### src/rtl/smsc_pkg.sv
package smsc_pkg;
  // Switch geometry
  localparam int LANES = 4;
  localparam int LINES = 16;
  localparam int SEL_W = 4;
  localparam int KIND_W = 2;
  localparam int CFG_W = 8;

  // Register bus shape
  localparam int AXI_ADDR_W = 8;
  localparam int AXI_DATA_W = 32;
  localparam int IDX_W = 6;
  localparam int IDX_LSB = 2;

  // Register indices; byte address is four times the index
  localparam logic [IDX_W-1:0] IDX_FAST = 6'h00;
  localparam logic [IDX_W-1:0] IDX_SIDE = 6'h01;
  localparam logic [IDX_W-1:0] IDX_STATUS = 6'h02;

  // Field layout of both route configuration registers
  localparam int BIT_ON = 6;
  localparam int KIND_LSB = 4;
  localparam int PICK_LSB = 0;

  // Switching mode encodings
  localparam logic [KIND_W-1:0] KIND_QUAD = 2'h0;
  localparam logic [KIND_W-1:0] KIND_DUAL = 2'h1;
  localparam logic [KIND_W-1:0] KIND_SINGLE = 2'h2;
  localparam logic [KIND_W-1:0] KIND_ILLEGAL = 2'h3;

  // Reset values: enabled, quad mode, source A
  localparam logic [CFG_W-1:0] FAST_RESET = 8'h40;
  localparam logic [CFG_W-1:0] SIDE_RESET = 8'h40;

  // Status register bits
  localparam int ST_STANDBY = 0;
  localparam int ST_ISOLATED = 1;

  // Bus responses
  localparam logic [1:0] RESP_OKAY = 2'h0;
  localparam logic [1:0] RESP_SLVERR = 2'h2;
endpackage : smsc_pkg

### src/rtl/smsc_mode_reg.sv
`timescale 1ns/1ps
module smsc_mode_reg
  import smsc_pkg::*;
#(
  parameter logic [CFG_W-1:0] RESET_VAL = FAST_RESET
) (
  input wire logic i_clk,
  input wire logic i_rst,
  input wire logic i_wr,
  input wire logic [CFG_W-1:0] i_data,
  output logic o_on,
  output logic [KIND_W-1:0] o_kind,
  output logic [SEL_W-1:0] o_pick
);
  logic on_reg;
  logic [KIND_W-1:0] kind_reg;
  logic [SEL_W-1:0] pick_reg;
  logic [KIND_W-1:0] kind_next;

  assign kind_next = i_data[KIND_LSB +: KIND_W];

  // Enable and source pick take any written value
  always_ff @(posedge i_clk) begin
    if (i_rst) begin
      on_reg <= RESET_VAL[BIT_ON];
      pick_reg <= RESET_VAL[PICK_LSB +: SEL_W];
    end else if (i_wr) begin
      on_reg <= i_data[BIT_ON];
      pick_reg <= i_data[PICK_LSB +: SEL_W];
    end
  end

  always_ff @(posedge i_clk) begin
    if (i_rst) begin
      kind_reg <= RESET_VAL[KIND_LSB +: KIND_W];
    end else if (i_wr && (kind_next != KIND_ILLEGAL)) begin
      kind_reg <= kind_next;
    end
  end

  assign o_on = on_reg;
  assign o_kind = kind_reg;
  assign o_pick = pick_reg;
endmodule : smsc_mode_reg

### src/rtl/smsc_route.sv
`timescale 1ns/1ps
module smsc_route
  import smsc_pkg::*;
#(
  parameter bit SIDE_DUAL = 1'b0
) (
  input wire logic i_on,
  input wire logic [KIND_W-1:0] i_kind,
  input wire logic [SEL_W-1:0] i_pick,
  output logic [LANES-1:0] o_lane_on,
  output logic [LANES*SEL_W-1:0] o_lane_src
);
  // Decode enable, mode and pick into per-lane source indices
  always_comb begin
    logic [SEL_W-1:0] lo;
    logic [SEL_W-1:0] hi;
    lo = '0;
    hi = '0;
    o_lane_on = '0;
    o_lane_src = '0;
    if (i_on) begin
      unique case (i_kind)
        KIND_QUAD: begin
          for (int k = 0; k < LANES; k++) begin
            o_lane_on[k] = 1'b1;
            o_lane_src[k*SEL_W +: SEL_W] = {i_pick[1:0], 2'(k)};
          end
        end
        KIND_DUAL: begin
          if (SIDE_DUAL) begin
            lo = {1'b0, i_pick[2], i_pick[1:0]};
            hi = {1'b1, i_pick[2], i_pick[1:0]};
          end else begin
            lo = {i_pick[2:1], i_pick[0], 1'b0};
            hi = {i_pick[2:1], i_pick[0], 1'b1};
          end
          o_lane_on = '1;
          o_lane_src = {hi, hi, lo, lo};
        end
        // one of sixteen to all lanes
        KIND_SINGLE: begin
          o_lane_on = '1;
          o_lane_src = {i_pick, i_pick, i_pick, i_pick};
        end
        default: begin
          o_lane_on = '0;
        end
      endcase
    end
  end
endmodule : smsc_route

### src/rtl/smsc_top.sv
// Chosen here: the register addresses and register access over AXI4-Lite.
`timescale 1ns/1ps
module smsc_top
  import smsc_pkg::*;
(
  input wire logic I_CLOCK,
  input wire logic I_RST,
  input wire logic [AXI_ADDR_W-1:0] I_AWADDR,
  input wire logic I_AWVALID,
  output logic O_AWREADY,
  input wire logic [AXI_DATA_W-1:0] I_WDATA,
  input wire logic [AXI_DATA_W/8-1:0] I_WSTRB,
  input wire logic I_WVALID,
  output logic O_WREADY,
  output logic [1:0] O_BRESP,
  output logic O_BVALID,
  input wire logic I_BREADY,
  input wire logic [AXI_ADDR_W-1:0] I_ARADDR,
  input wire logic I_ARVALID,
  output logic O_ARREADY,
  output logic [AXI_DATA_W-1:0] O_RDATA,
  output logic [1:0] O_RRESP,
  output logic O_RVALID,
  input wire logic I_RREADY,
  input wire logic [LINES-1:0] I_FAST_IN,
  output logic [LANES-1:0] O_FAST_OUT,
  output logic [LANES-1:0] O_FAST_OUT_EN,
  output logic O_FAST_STANDBY,
  input wire logic [LINES-1:0] I_SIDE_LINE_IN,
  output logic [LINES-1:0] O_SIDE_LINE_OUT,
  output logic [LINES-1:0] O_SIDE_LINE_OE,
  input wire logic [LANES-1:0] I_SIDE_COMMON_LINES_IN,
  output logic [LANES-1:0] O_SIDE_COMMON_LINES_OUT,
  output logic [LANES-1:0] O_SIDE_COMMON_LINES_OE
);
  // Write channel state
  logic aw_held_reg;
  logic [IDX_W-1:0] aw_idx_reg;
  logic w_held_reg;
  logic [CFG_W-1:0] w_data_reg;
  logic w_strb_reg;
  logic bvalid_reg;
  logic [1:0] bresp_reg;
  logic wr_fire;
  logic fast_wr;
  logic side_wr;

  // Read channel state
  logic rvalid_reg;
  logic [AXI_DATA_W-1:0] rdata_reg;
  logic [1:0] rresp_reg;
  logic [IDX_W-1:0] ar_idx;
  logic [AXI_DATA_W-1:0] rd_mux;
  logic [1:0] rd_resp;

  // Register fields
  logic fast_on;
  logic [KIND_W-1:0] fast_kind;
  logic [SEL_W-1:0] fast_pick;
  logic side_on;
  logic [KIND_W-1:0] side_kind;
  logic [SEL_W-1:0] side_pick;

  // Decoder results
  logic [LANES-1:0] fast_lane_on;
  logic [LANES*SEL_W-1:0] fast_src;
  logic [LANES-1:0] side_lane_on;
  logic [LANES*SEL_W-1:0] side_src;

  // Switch output flip-flops and return-path next values
  logic [LANES-1:0] fast_out_reg;
  logic [LANES-1:0] fast_en_reg;
  logic fast_standby_reg;
  logic [LANES-1:0] common_out_reg;
  logic [LANES-1:0] common_oe_reg;
  logic [LINES-1:0] line_out_reg;
  logic [LINES-1:0] line_oe_reg;
  logic [LINES-1:0] line_out_next;
  logic [LINES-1:0] line_oe_next;

  // Address and data are each taken once, then held until the pair is done
  assign O_AWREADY = !aw_held_reg && !bvalid_reg;
  assign O_WREADY = !w_held_reg && !bvalid_reg;
  assign wr_fire = aw_held_reg && w_held_reg;
  // Only the low byte lane carries register bits
  assign fast_wr = wr_fire && w_strb_reg && (aw_idx_reg == IDX_FAST);
  assign side_wr = wr_fire && w_strb_reg && (aw_idx_reg == IDX_SIDE);

  // Write address capture
  always_ff @(posedge I_CLOCK) begin
    if (I_RST) begin
      aw_held_reg <= 1'b0;
      aw_idx_reg <= '0;
    end else if (wr_fire) begin
      aw_held_reg <= 1'b0;
    end else if (I_AWVALID && O_AWREADY) begin
      aw_held_reg <= 1'b1;
      aw_idx_reg <= I_AWADDR[IDX_LSB +: IDX_W];
    end
  end

  // Write data capture
  always_ff @(posedge I_CLOCK) begin
    if (I_RST) begin
      w_held_reg <= 1'b0;
      w_data_reg <= '0;
      w_strb_reg <= 1'b0;
    end else if (wr_fire) begin
      w_held_reg <= 1'b0;
    end else if (I_WVALID && O_WREADY) begin
      w_held_reg <= 1'b1;
      w_data_reg <= I_WDATA[CFG_W-1:0];
      w_strb_reg <= I_WSTRB[0];
    end
  end

  // Write response; unmapped indices answer with a slave error
  always_ff @(posedge I_CLOCK) begin
    if (I_RST) begin
      bvalid_reg <= 1'b0;
      bresp_reg <= RESP_OKAY;
    end else if (wr_fire) begin
      bvalid_reg <= 1'b1;
      if ((aw_idx_reg == IDX_FAST) || (aw_idx_reg == IDX_SIDE) ||
          (aw_idx_reg == IDX_STATUS)) begin
        bresp_reg <= RESP_OKAY;
      end else begin
        bresp_reg <= RESP_SLVERR;
      end
    end else if (I_BREADY) begin
      bvalid_reg <= 1'b0;
    end
  end

  assign O_BVALID = bvalid_reg;
  assign O_BRESP = bresp_reg;

  smsc_mode_reg #(
    .RESET_VAL(FAST_RESET)
  ) u_fast_cfg (
    .i_clk(I_CLOCK),
    .i_rst(I_RST),
    .i_wr(fast_wr),
    .i_data(w_data_reg),
    .o_on(fast_on),
    .o_kind(fast_kind),
    .o_pick(fast_pick)
  );

  smsc_mode_reg #(
    .RESET_VAL(SIDE_RESET)
  ) u_side_cfg (
    .i_clk(I_CLOCK),
    .i_rst(I_RST),
    .i_wr(side_wr),
    .i_data(w_data_reg),
    .o_on(side_on),
    .o_kind(side_kind),
    .o_pick(side_pick)
  );

  // Read decode; reserved bit 7 and upper bits read zero
  assign ar_idx = I_ARADDR[IDX_LSB +: IDX_W];
  always_comb begin
    rd_mux = '0;
    rd_resp = RESP_OKAY;
    if (ar_idx == IDX_FAST) begin
      rd_mux = AXI_DATA_W'({1'b0, fast_on, fast_kind, fast_pick});
    end else if (ar_idx == IDX_SIDE) begin
      rd_mux = AXI_DATA_W'({1'b0, side_on, side_kind, side_pick});
    end else if (ar_idx == IDX_STATUS) begin
      rd_mux[ST_STANDBY] = fast_standby_reg;
      rd_mux[ST_ISOLATED] = !(|common_oe_reg);
    end else begin
      rd_resp = RESP_SLVERR;
    end
  end

  // Read answer, one cycle after the address is taken
  assign O_ARREADY = !rvalid_reg;
  always_ff @(posedge I_CLOCK) begin
    if (I_RST) begin
      rvalid_reg <= 1'b0;
      rdata_reg <= '0;
      rresp_reg <= RESP_OKAY;
    end else if (I_ARVALID && O_ARREADY) begin
      rvalid_reg <= 1'b1;
      rdata_reg <= rd_mux;
      rresp_reg <= rd_resp;
    end else if (I_RREADY) begin
      rvalid_reg <= 1'b0;
    end
  end

  assign O_RVALID = rvalid_reg;
  assign O_RDATA = rdata_reg;
  assign O_RRESP = rresp_reg;

  // Same decoder, different dual-mode pairing
  smsc_route #(
    .SIDE_DUAL(1'b0)
  ) u_fast_route (
    .i_on(fast_on),
    .i_kind(fast_kind),
    .i_pick(fast_pick),
    .o_lane_on(fast_lane_on),
    .o_lane_src(fast_src)
  );

  smsc_route #(
    .SIDE_DUAL(1'b1)
  ) u_side_route (
    .i_on(side_on),
    .i_kind(side_kind),
    .i_pick(side_pick),
    .o_lane_on(side_lane_on),
    .o_lane_src(side_src)
  );

  always_ff @(posedge I_CLOCK) begin
    if (I_RST) begin
      fast_out_reg <= '0;
      fast_en_reg <= '0;
      fast_standby_reg <= 1'b1;
    end else begin
      for (int k = 0; k < LANES; k++) begin
        fast_out_reg[k] <= fast_lane_on[k] && I_FAST_IN[fast_src[k*SEL_W +: SEL_W]];
      end
      fast_en_reg <= fast_lane_on;
      fast_standby_reg <= !fast_on;
    end
  end

  // Return path: lowest connected common line wins a shared side line
  always_comb begin
    line_out_next = '0;
    line_oe_next = '0;
    for (int j = 0; j < LINES; j++) begin
      for (int k = LANES - 1; k >= 0; k--) begin
        if (side_lane_on[k] && (side_src[k*SEL_W +: SEL_W] == SEL_W'(j))) begin
          line_oe_next[j] = 1'b1;
          line_out_next[j] = I_SIDE_COMMON_LINES_IN[k];
        end
      end
    end
  end

  always_ff @(posedge I_CLOCK) begin
    if (I_RST) begin
      common_out_reg <= '0;
      common_oe_reg <= '0;
      line_out_reg <= '0;
      line_oe_reg <= '0;
    end else begin
      for (int k = 0; k < LANES; k++) begin
        common_out_reg[k] <= side_lane_on[k] && I_SIDE_LINE_IN[side_src[k*SEL_W +: SEL_W]];
      end
      common_oe_reg <= side_lane_on;
      line_out_reg <= line_out_next;
      line_oe_reg <= line_oe_next;
    end
  end

  assign O_FAST_OUT = fast_out_reg;
  assign O_FAST_OUT_EN = fast_en_reg;
  assign O_FAST_STANDBY = fast_standby_reg;
  assign O_SIDE_COMMON_LINES_OUT = common_out_reg;
  assign O_SIDE_COMMON_LINES_OE = common_oe_reg;
  assign O_SIDE_LINE_OUT = line_out_reg;
  assign O_SIDE_LINE_OE = line_oe_reg;
endmodule : smsc_top

### config.mk
export PLATFORM = sky130hd
export DESIGN_NAME = smsc_top
export DESIGN_NICKNAME = d
export VERILOG_FILES = /design/src/rtl/smsc_pkg.sv /design/src/rtl/smsc_mode_reg.sv /design/src/rtl/smsc_route.sv /design/src/rtl/smsc_top.sv
export SDC_FILE = /design/constraint.sdc
export NUM_CORES = 1
export LEC_CHECK = 0
export ABC_CLOCK_PERIOD_IN_PS = 4900
export BUFFER_PORTS_ARGS = -buffer_cell sky130_fd_sc_hd__buf_2
export CELL_PAD_IN_SITES_DETAIL_PLACEMENT = 0
export CELL_PAD_IN_SITES_GLOBAL_PLACEMENT = 1
export CORE_ASPECT_RATIO = 1.5
export CORE_UTILIZATION = 38
export CTS_CLUSTER_SIZE = 16
export DETAILED_ROUTE_END_ITERATION = 7
export GPL_TIMING_DRIVEN = 0
export PLACE_DENSITY = 0.95
export SYNTH_ARGS = -nofsm -noshare
export SYNTH_HDL_FRONTEND = slang
export SYNTH_SLANG_ARGS = --single-unit
### constraint.sdc
create_clock -name I_CLOCK -period 4.9 [get_ports I_CLOCK]
set_input_delay 1.47 -clock I_CLOCK [delete_from_list [all_inputs] [get_ports I_CLOCK]]
set_output_delay 1.47 -clock I_CLOCK [all_outputs]
set_load 0.005 [all_outputs]
==> flow_summary.ini, run 1 <==
[clock_tree]
post_cts_buffers = 0
cts_made_buffers = 9
cts_max_path_buffers = 2
cts.clk_slew.worst_paths_ns = 0.06
holdBufCountCts = 0
post_cts_resized = 0
cts_max_level = 3
cts_root_buf = clkbuf_16
cts.sinks = 84
cts_tree = done
worstSkewPairLatency_ns = 0.34

[layout]
area_delta_synth_final_pct = 25.8
fillers = 1182
n_antenna_cell = 0
nets = 818
layout.area.seq_sq_um = 1680
final_common_cell = buf_2
multiInputGateArea_sq_um = 2710
mostFrequentLayoutCells = buf_2 (131), dfxtp_1 (84), mux2i_1 (62)
drive_gt1_share_pct = 27.9

[floorplanning]
fp.coreArea_sq_um = 12100
start_util_pct = 39.1
io-pin-count = 185
die-area_sq_um = 12900
die_h_microns = 139
die_w_microns = 93.0
fp-row-count = 49

[yosys]
ys_seq_area_share_pct = 35.6
synth_edf_count = 0
synthesis.area_sq_um = 4720
ys_types = 66
synth.top_cells.by_area = dfxtp_1 (36%), mux2i_1 (13%), buf_4 (5.6%)
synth_cells = 561
yosysWarnings = 0
synth_top_flop_cell = dfxtp_1
syn_area_per_cell_sq_um = 8.41
ys_ff_latch = 84
async_reset_ff_share_pct = 0
yosysTopAreaCellShare_pct = 35.6
yosysTopAreaCell = dfxtp_1

[timing]
clock-skew-final_ns = 0.00409
relSlewSlack_pct = 52.2
fin_setup_tns_ns = 0
finalSetupViolations = 0
grt_setup_unrepaired = false
whs_ns = 0.459
worst_pin_slew_ns = 0.714
period_minus_slack_ns = 2.88
fmax_ghz = 0.347
hold_viol = 0
slew_viol_final = 0
finalCritPeriodShare_pct = 58.8

[power_and_ir_drop]
powerDensity_nw_per_um2 = 269
combPwrFrac_pct = 11.9
power.net_switching_mw = 0.386
ir_worst_vdd_mv = 0.238
p_leak_nw = 2.80
sw_frac_of_total_pct = 24.2
intPower_mw = 1.21
seqPwrFrac_pct = 45.3
p_clk_share_pct = 42.8

[critical_path]
cp_max_fo = 8
critPathArrivalTime_ns = 3.14
cp-startpoint = I_ARADDR[7]
cp_cell_sequence = buf_2, or4_1, nor3b_2, a22oi_1, a21oi_1, nand2_1, a21oi_1
crit_top_cell = a21oi_1
reg2reg_from = u_fast_cfg.o_kind[1]
cp-start-kind = input port
cp_data_required_time_ns = 5.16
crit_buf_inv = 1
crit_slowest_cell = or4_1
critPathTopFamily = simple AND/OR/NAND/NOR gates
cp-end-kind = register
critical_path_class = in2reg
max_stage_delay_ns = 0.61

[run_status]
status = complete, no violations

[placed_design]
place_hpwl_microns = 11100
port_buffers = 125
gp_congestion = 0.983

[grt]
gr-total-overflow = 0
antenna_found_initial = 0
grt.total_usage_pct = 21.9
grt_max_degree = 15
grt_pass1_wl_microns = 22200
first_global_vias = 4585

[drt]
ant_nets = 0
via_per_inst = 5.30
drtIter0Drc = 274
drt_first_pass_iters = 7
drcViolationCount = 0
num_vias = 4671
drt_wl_total_microns = 14200
wire_per_inst_microns = 16.1

[flow_run]
maxCapViolCount = 0

[min_path]
hp-class = reg2reg
min-delay-start = w_strb_reg
==> per-stage QoR <==
stage	cells	power (mW)	setup slack [ns]	cell area, sq um	util [%]
floorplan	587	0.847	1.98	4820	-
global placement	865	0.922	1.72	5640	46.7
detailed placement	865	0.927	1.68	5640	46.7
CTS	881	1.61	2.03	5940	49.2
global route	881	1.66	1.89	5940	49.2
finish	881	1.60	2.02	5940	49.2
==> kinds of logic after synthesis <==
group	count (synthesis)	share of synthesized area [%]
AO/OA/AOI/OAI	114	16.6
XOR/XNOR	2	0.371
adder cells (fa/ha/maj)	2	0.424
buffers and inverters	76	9.14
flip-flops	84	35.6
multiplexers	73	16.5
other	1	0.0794
AND/OR/NAND/NOR	209	21.3
==> power groups by stage <==
stage	logic [mW]	registers (mW)	clock network [mW]
finish	0.190	0.724	0.683
global route	0.209	0.726	0.725
CTS	0.189	0.724	0.692
detailed placement	0.188	0.739	0
global placement	0.184	0.738	0
floorplan	0.111	0.736	0
==> routing by layer <==
| layer | share of wire, % | track usage [%] | vias to the layer above |
|---|---|---|---|
| met5 | 0 | 0 | - |
| met4 | 4.6 | 11.9 | 0 |
| met3 | 5.1 | 4.35 | 42 |
| met2 | 53 | 40.5 | 196 |
| met1 | 37 | 22.5 | 2159 |
| li1 | - | - | 2274 |
==> cell usage after synthesis, drive strengths merged (8+ instances only) <==
cell type and n:
inv 9, mux2i 62, o22ai 9, dfxtp 84
a21oi 29, o21ai 14, mux2 8, nand3 8
nand2 58, nor3 30, nand2b 13, clkbuf 20
buf 46, nor2 64
==> worst register-to-register path, stage by stage (launching register included) <==
cell and delay, ns:
dfxtp_1 0.29, buf_4 0.15, and2b_1 0.15, nor3b_1 0.28, buf_6 0.20, mux2_1 0.36, mux2_2 0.27, mux4_2 0.48
and2_1 0.17
==> cell type report <==
cell class | instances | area share, %
clock buffer | 11 | 4.09
timing repair buffer | 125 | 10.5
clock inverter | 5 | 1.01
tap | 153 | 3.22
sequential | 84 | 28.3
buffer | 66 | 6.64
inverter | 10 | 0.632
multi-input combinational | 427 | 45.6
==> path summary, 6_finish.rpt <==
check | to | slack, ns | cells after the start
setup / recovery | O_RDATA[1] | 2.02 | 7
hold / removal | w_strb_reg | 0.46 | 2
setup reg to reg | O_FAST_OUT[1] | 2.45 | 8
hold reg to reg | w_strb_reg | 0.46 | 2
Note: power is estimated with default switching activity, not from simulation.
==> run 2, diff against run 1 <==
--- a/config.mk
+++ b/config.mk
@@ -5,16 +5,16 @@
 export SDC_FILE = /design/constraint.sdc
 export NUM_CORES = 1
 export LEC_CHECK = 0
-export ABC_CLOCK_PERIOD_IN_PS = 4900
+export ABC_CLOCK_PERIOD_IN_PS = 2400
 export BUFFER_PORTS_ARGS = -buffer_cell sky130_fd_sc_hd__buf_2
 export CELL_PAD_IN_SITES_DETAIL_PLACEMENT = 0
 export CELL_PAD_IN_SITES_GLOBAL_PLACEMENT = 1
 export CORE_ASPECT_RATIO = 1.5
-export CORE_UTILIZATION = 38
+export CORE_UTILIZATION = 32
 export CTS_CLUSTER_SIZE = 16
 export DETAILED_ROUTE_END_ITERATION = 7
 export GPL_TIMING_DRIVEN = 0
-export PLACE_DENSITY = 0.95
+export PLACE_DENSITY = 0.87
 export SYNTH_ARGS = -nofsm -noshare
 export SYNTH_HDL_FRONTEND = slang
 export SYNTH_SLANG_ARGS = --single-unit
==> constraint.sdc (replaced) <==
create_clock -name I_CLOCK -period 2.4 [get_ports I_CLOCK]
set_input_delay 0.72 -clock I_CLOCK [delete_from_list [all_inputs] [get_ports I_CLOCK]]
set_output_delay 0.72 -clock I_CLOCK [all_outputs]
set_load 0.005 [all_outputs]
==> run 2 against run 1 <==
Final area is 1.3% higher. Worst hold slack got worse by 0.013 ns. Die area grew 18%. Largest power group unchanged. Highest routed layer unchanged.
==> flow_summary.ini, run 2 (synthesized netlist as in run 1, its figures left out) <==
[min_path]
min-delay-start = O_RDATA[0]
hp-class = reg2reg

[grt]
grt_pass1_wl_microns = 22200
grt_max_degree = 15
first_global_vias = 4344
grt.total_usage_pct = 19.4
gr-total-overflow = 0
antenna_found_initial = 0

[timing]
slew_viol_final = 0
clock-skew-final_ns = 0.00632
finalSetupViolations = 0
relSlewSlack_pct = 46.0
fin_setup_tns_ns = 0
hold_viol = 0
fmax_ghz = 0.429
worst_pin_slew_ns = 0.804
finalWorstSetupSlack_ns = 0.0708
finalCritPeriodShare_pct = 97.1
period_minus_slack_ns = 2.33
grt_setup_unrepaired = true

[floorplanning]
die-area_sq_um = 15300
start_util_pct = 32.6
die_w_microns = 101
die_h_microns = 151
io-pin-count = 185
fp-row-count = 54
fp.coreArea_sq_um = 14500

[power_and_ir_drop]
combPwrFrac_pct = 11.7
powerDensity_nw_per_um2 = 554
ir_worst_vdd_mv = 0.262
power.net_switching_mw = 0.785
p_clk_share_pct = 44.0
sw_frac_of_total_pct = 23.6
intPower_mw = 2.54
p_leak_nw = 2.81
power_mw = 3.33
seqPwrFrac_pct = 44.3

[layout]
drive_gt1_share_pct = 28.4
final_util_pct = 41.6
fillers = 1558
mostFrequentLayoutCells = buf_2 (131), dfxtp_1 (84), mux2i_1 (62)
nets = 818
final_common_cell = buf_2
area_delta_synth_final_pct = 27.4
n_antenna_cell = 0

[critical_path]
crit_slowest_cell = o21ai_2
max_stage_delay_ns = 0.42
reg2reg_from = u_side_cfg.o_kind[0]
critical_path_class = reg2reg
cp-start-kind = register
cp_max_fo = 10
critPathTopFamily = compound AO/OA/AOI/OAI gates
critPathArrivalTime_ns = 2.54
rrSetupSlack_ns = 0.07
cp-end-kind = register
cp_data_required_time_ns = 2.61
crit_top_cell = mux2i_1
cp-startpoint = u_side_cfg.o_kind[0]
cp_cell_sequence = buf_2, a21boi_0, o21ai_2, mux2i_1, mux2i_1, o211a_1, a311o_1
crit_buf_inv = 1

[run_status]
status = complete, no violations

[flow_run]
maxCapViolCount = 0

[clock_tree]
worstSkewPairLatency_ns = 0.34
cts_max_path_buffers = 2
cts_tree = done
holdBufCountCts = 0
cts_max_level = 3
post_cts_resized = 1
cts.sinks = 84
post_cts_buffers = 0
cts_made_buffers = 9
cts_root_buf = clkbuf_16
cts.clk_slew.worst_paths_ns = 0.06

[placed_design]
place_hpwl_microns = 11400
preCtsSetupSlack_ns = -0.0840
port_buffers = 125
gp_congestion = 0.995

[drt]
wire_per_inst_microns = 15.9
drcViolationCount = 0
drtIter0Drc = 157
via_per_inst = 5.00
drt_first_pass_iters = 4
drt_wl_total_microns = 14700
num_vias = 4621
ant_nets = 0
-- run 2: cell count changes in the layout (fill, tap and decap cells not counted) --
cell        delta
clkbuf_8       -1
nor3b_1        -1
bufinv_16      +1
nor3b_2        +1
clkbuf_2       +3
inv_6          -1
clkinvlp_4     +1
clkbuf_1       -3
-- run 2: power by group through the flow --
stage / sequential (mW) / clock [mW] / combinational, mW
6_report: 1.48 / 1.47 / 0.389
5_1_grt: 1.48 / 1.56 / 0.432
4_1_cts: 1.48 / 1.50 / 0.389
3_5_place_dp: 1.51 / 0 / 0.387
3_3_place_gp: 1.51 / 0 / 0.385
2_1_floorplan: 1.50 / 0 / 0.226
-- run 2: worst reg2reg max path, delay by kind of cell (launching register included) --
family | cells | cell delay [ns]
AO/OA/AOI/OAI | 4 | 1.22
buffers and inverters | 1 | 0.23
flip-flops | 1 | 0.35
multiplexers | 2 | 0.41
-- run 2: final timing paths --
kind / endpoint / cells past startpoint
worst min-delay path: O_RDATA[0] / 2
worst min register to register: O_RDATA[0] / 2
worst max register to register: O_SIDE_COMMON_LINES_OUT[0] / 7
worst max-delay path: O_SIDE_COMMON_LINES_OUT[0] / 7
-- run 2: routing by layer --
metal / vias up / share of wire, % / track usage (%)
li1: 2274 / - / -
met1: 2131 / 38 / 20.2
met2: 178 / 52 / 36.0
met3: 38 / 4.9 / 3.25
met4: 0 / 4.5 / 11.4
met5: - / 0 / 0
-- run 2: area by class of cell --
type / instances / area [sq um] / area share (%)
clock inverter: 6 / 88.8 / 1.48
multi-input combinational: 427 / 2710 / 45.0
tap: 196 / 245 / 4.08
clock buffer: 10 / 229 / 3.81
inverter: 10 / 37.5 / 0.624
timing repair buffer: 125 / 626 / 10.4
buffer: 66 / 398 / 6.61
sequential: 84 / 1680 / 28.0
-- run 2: per-stage QoR --
step | instances | area (sq um) | hold slack (ns)
2_1_floorplan | 587 | 4820 | 0.432
3_3_place_gp | 908 | 5690 | 0.434
3_5_place_dp | 908 | 5690 | 0.442
4_1_cts | 924 | 6010 | 0.450
5_1_grt | 924 | 6020 | 0.472
6_report | 924 | 6020 | 0.445
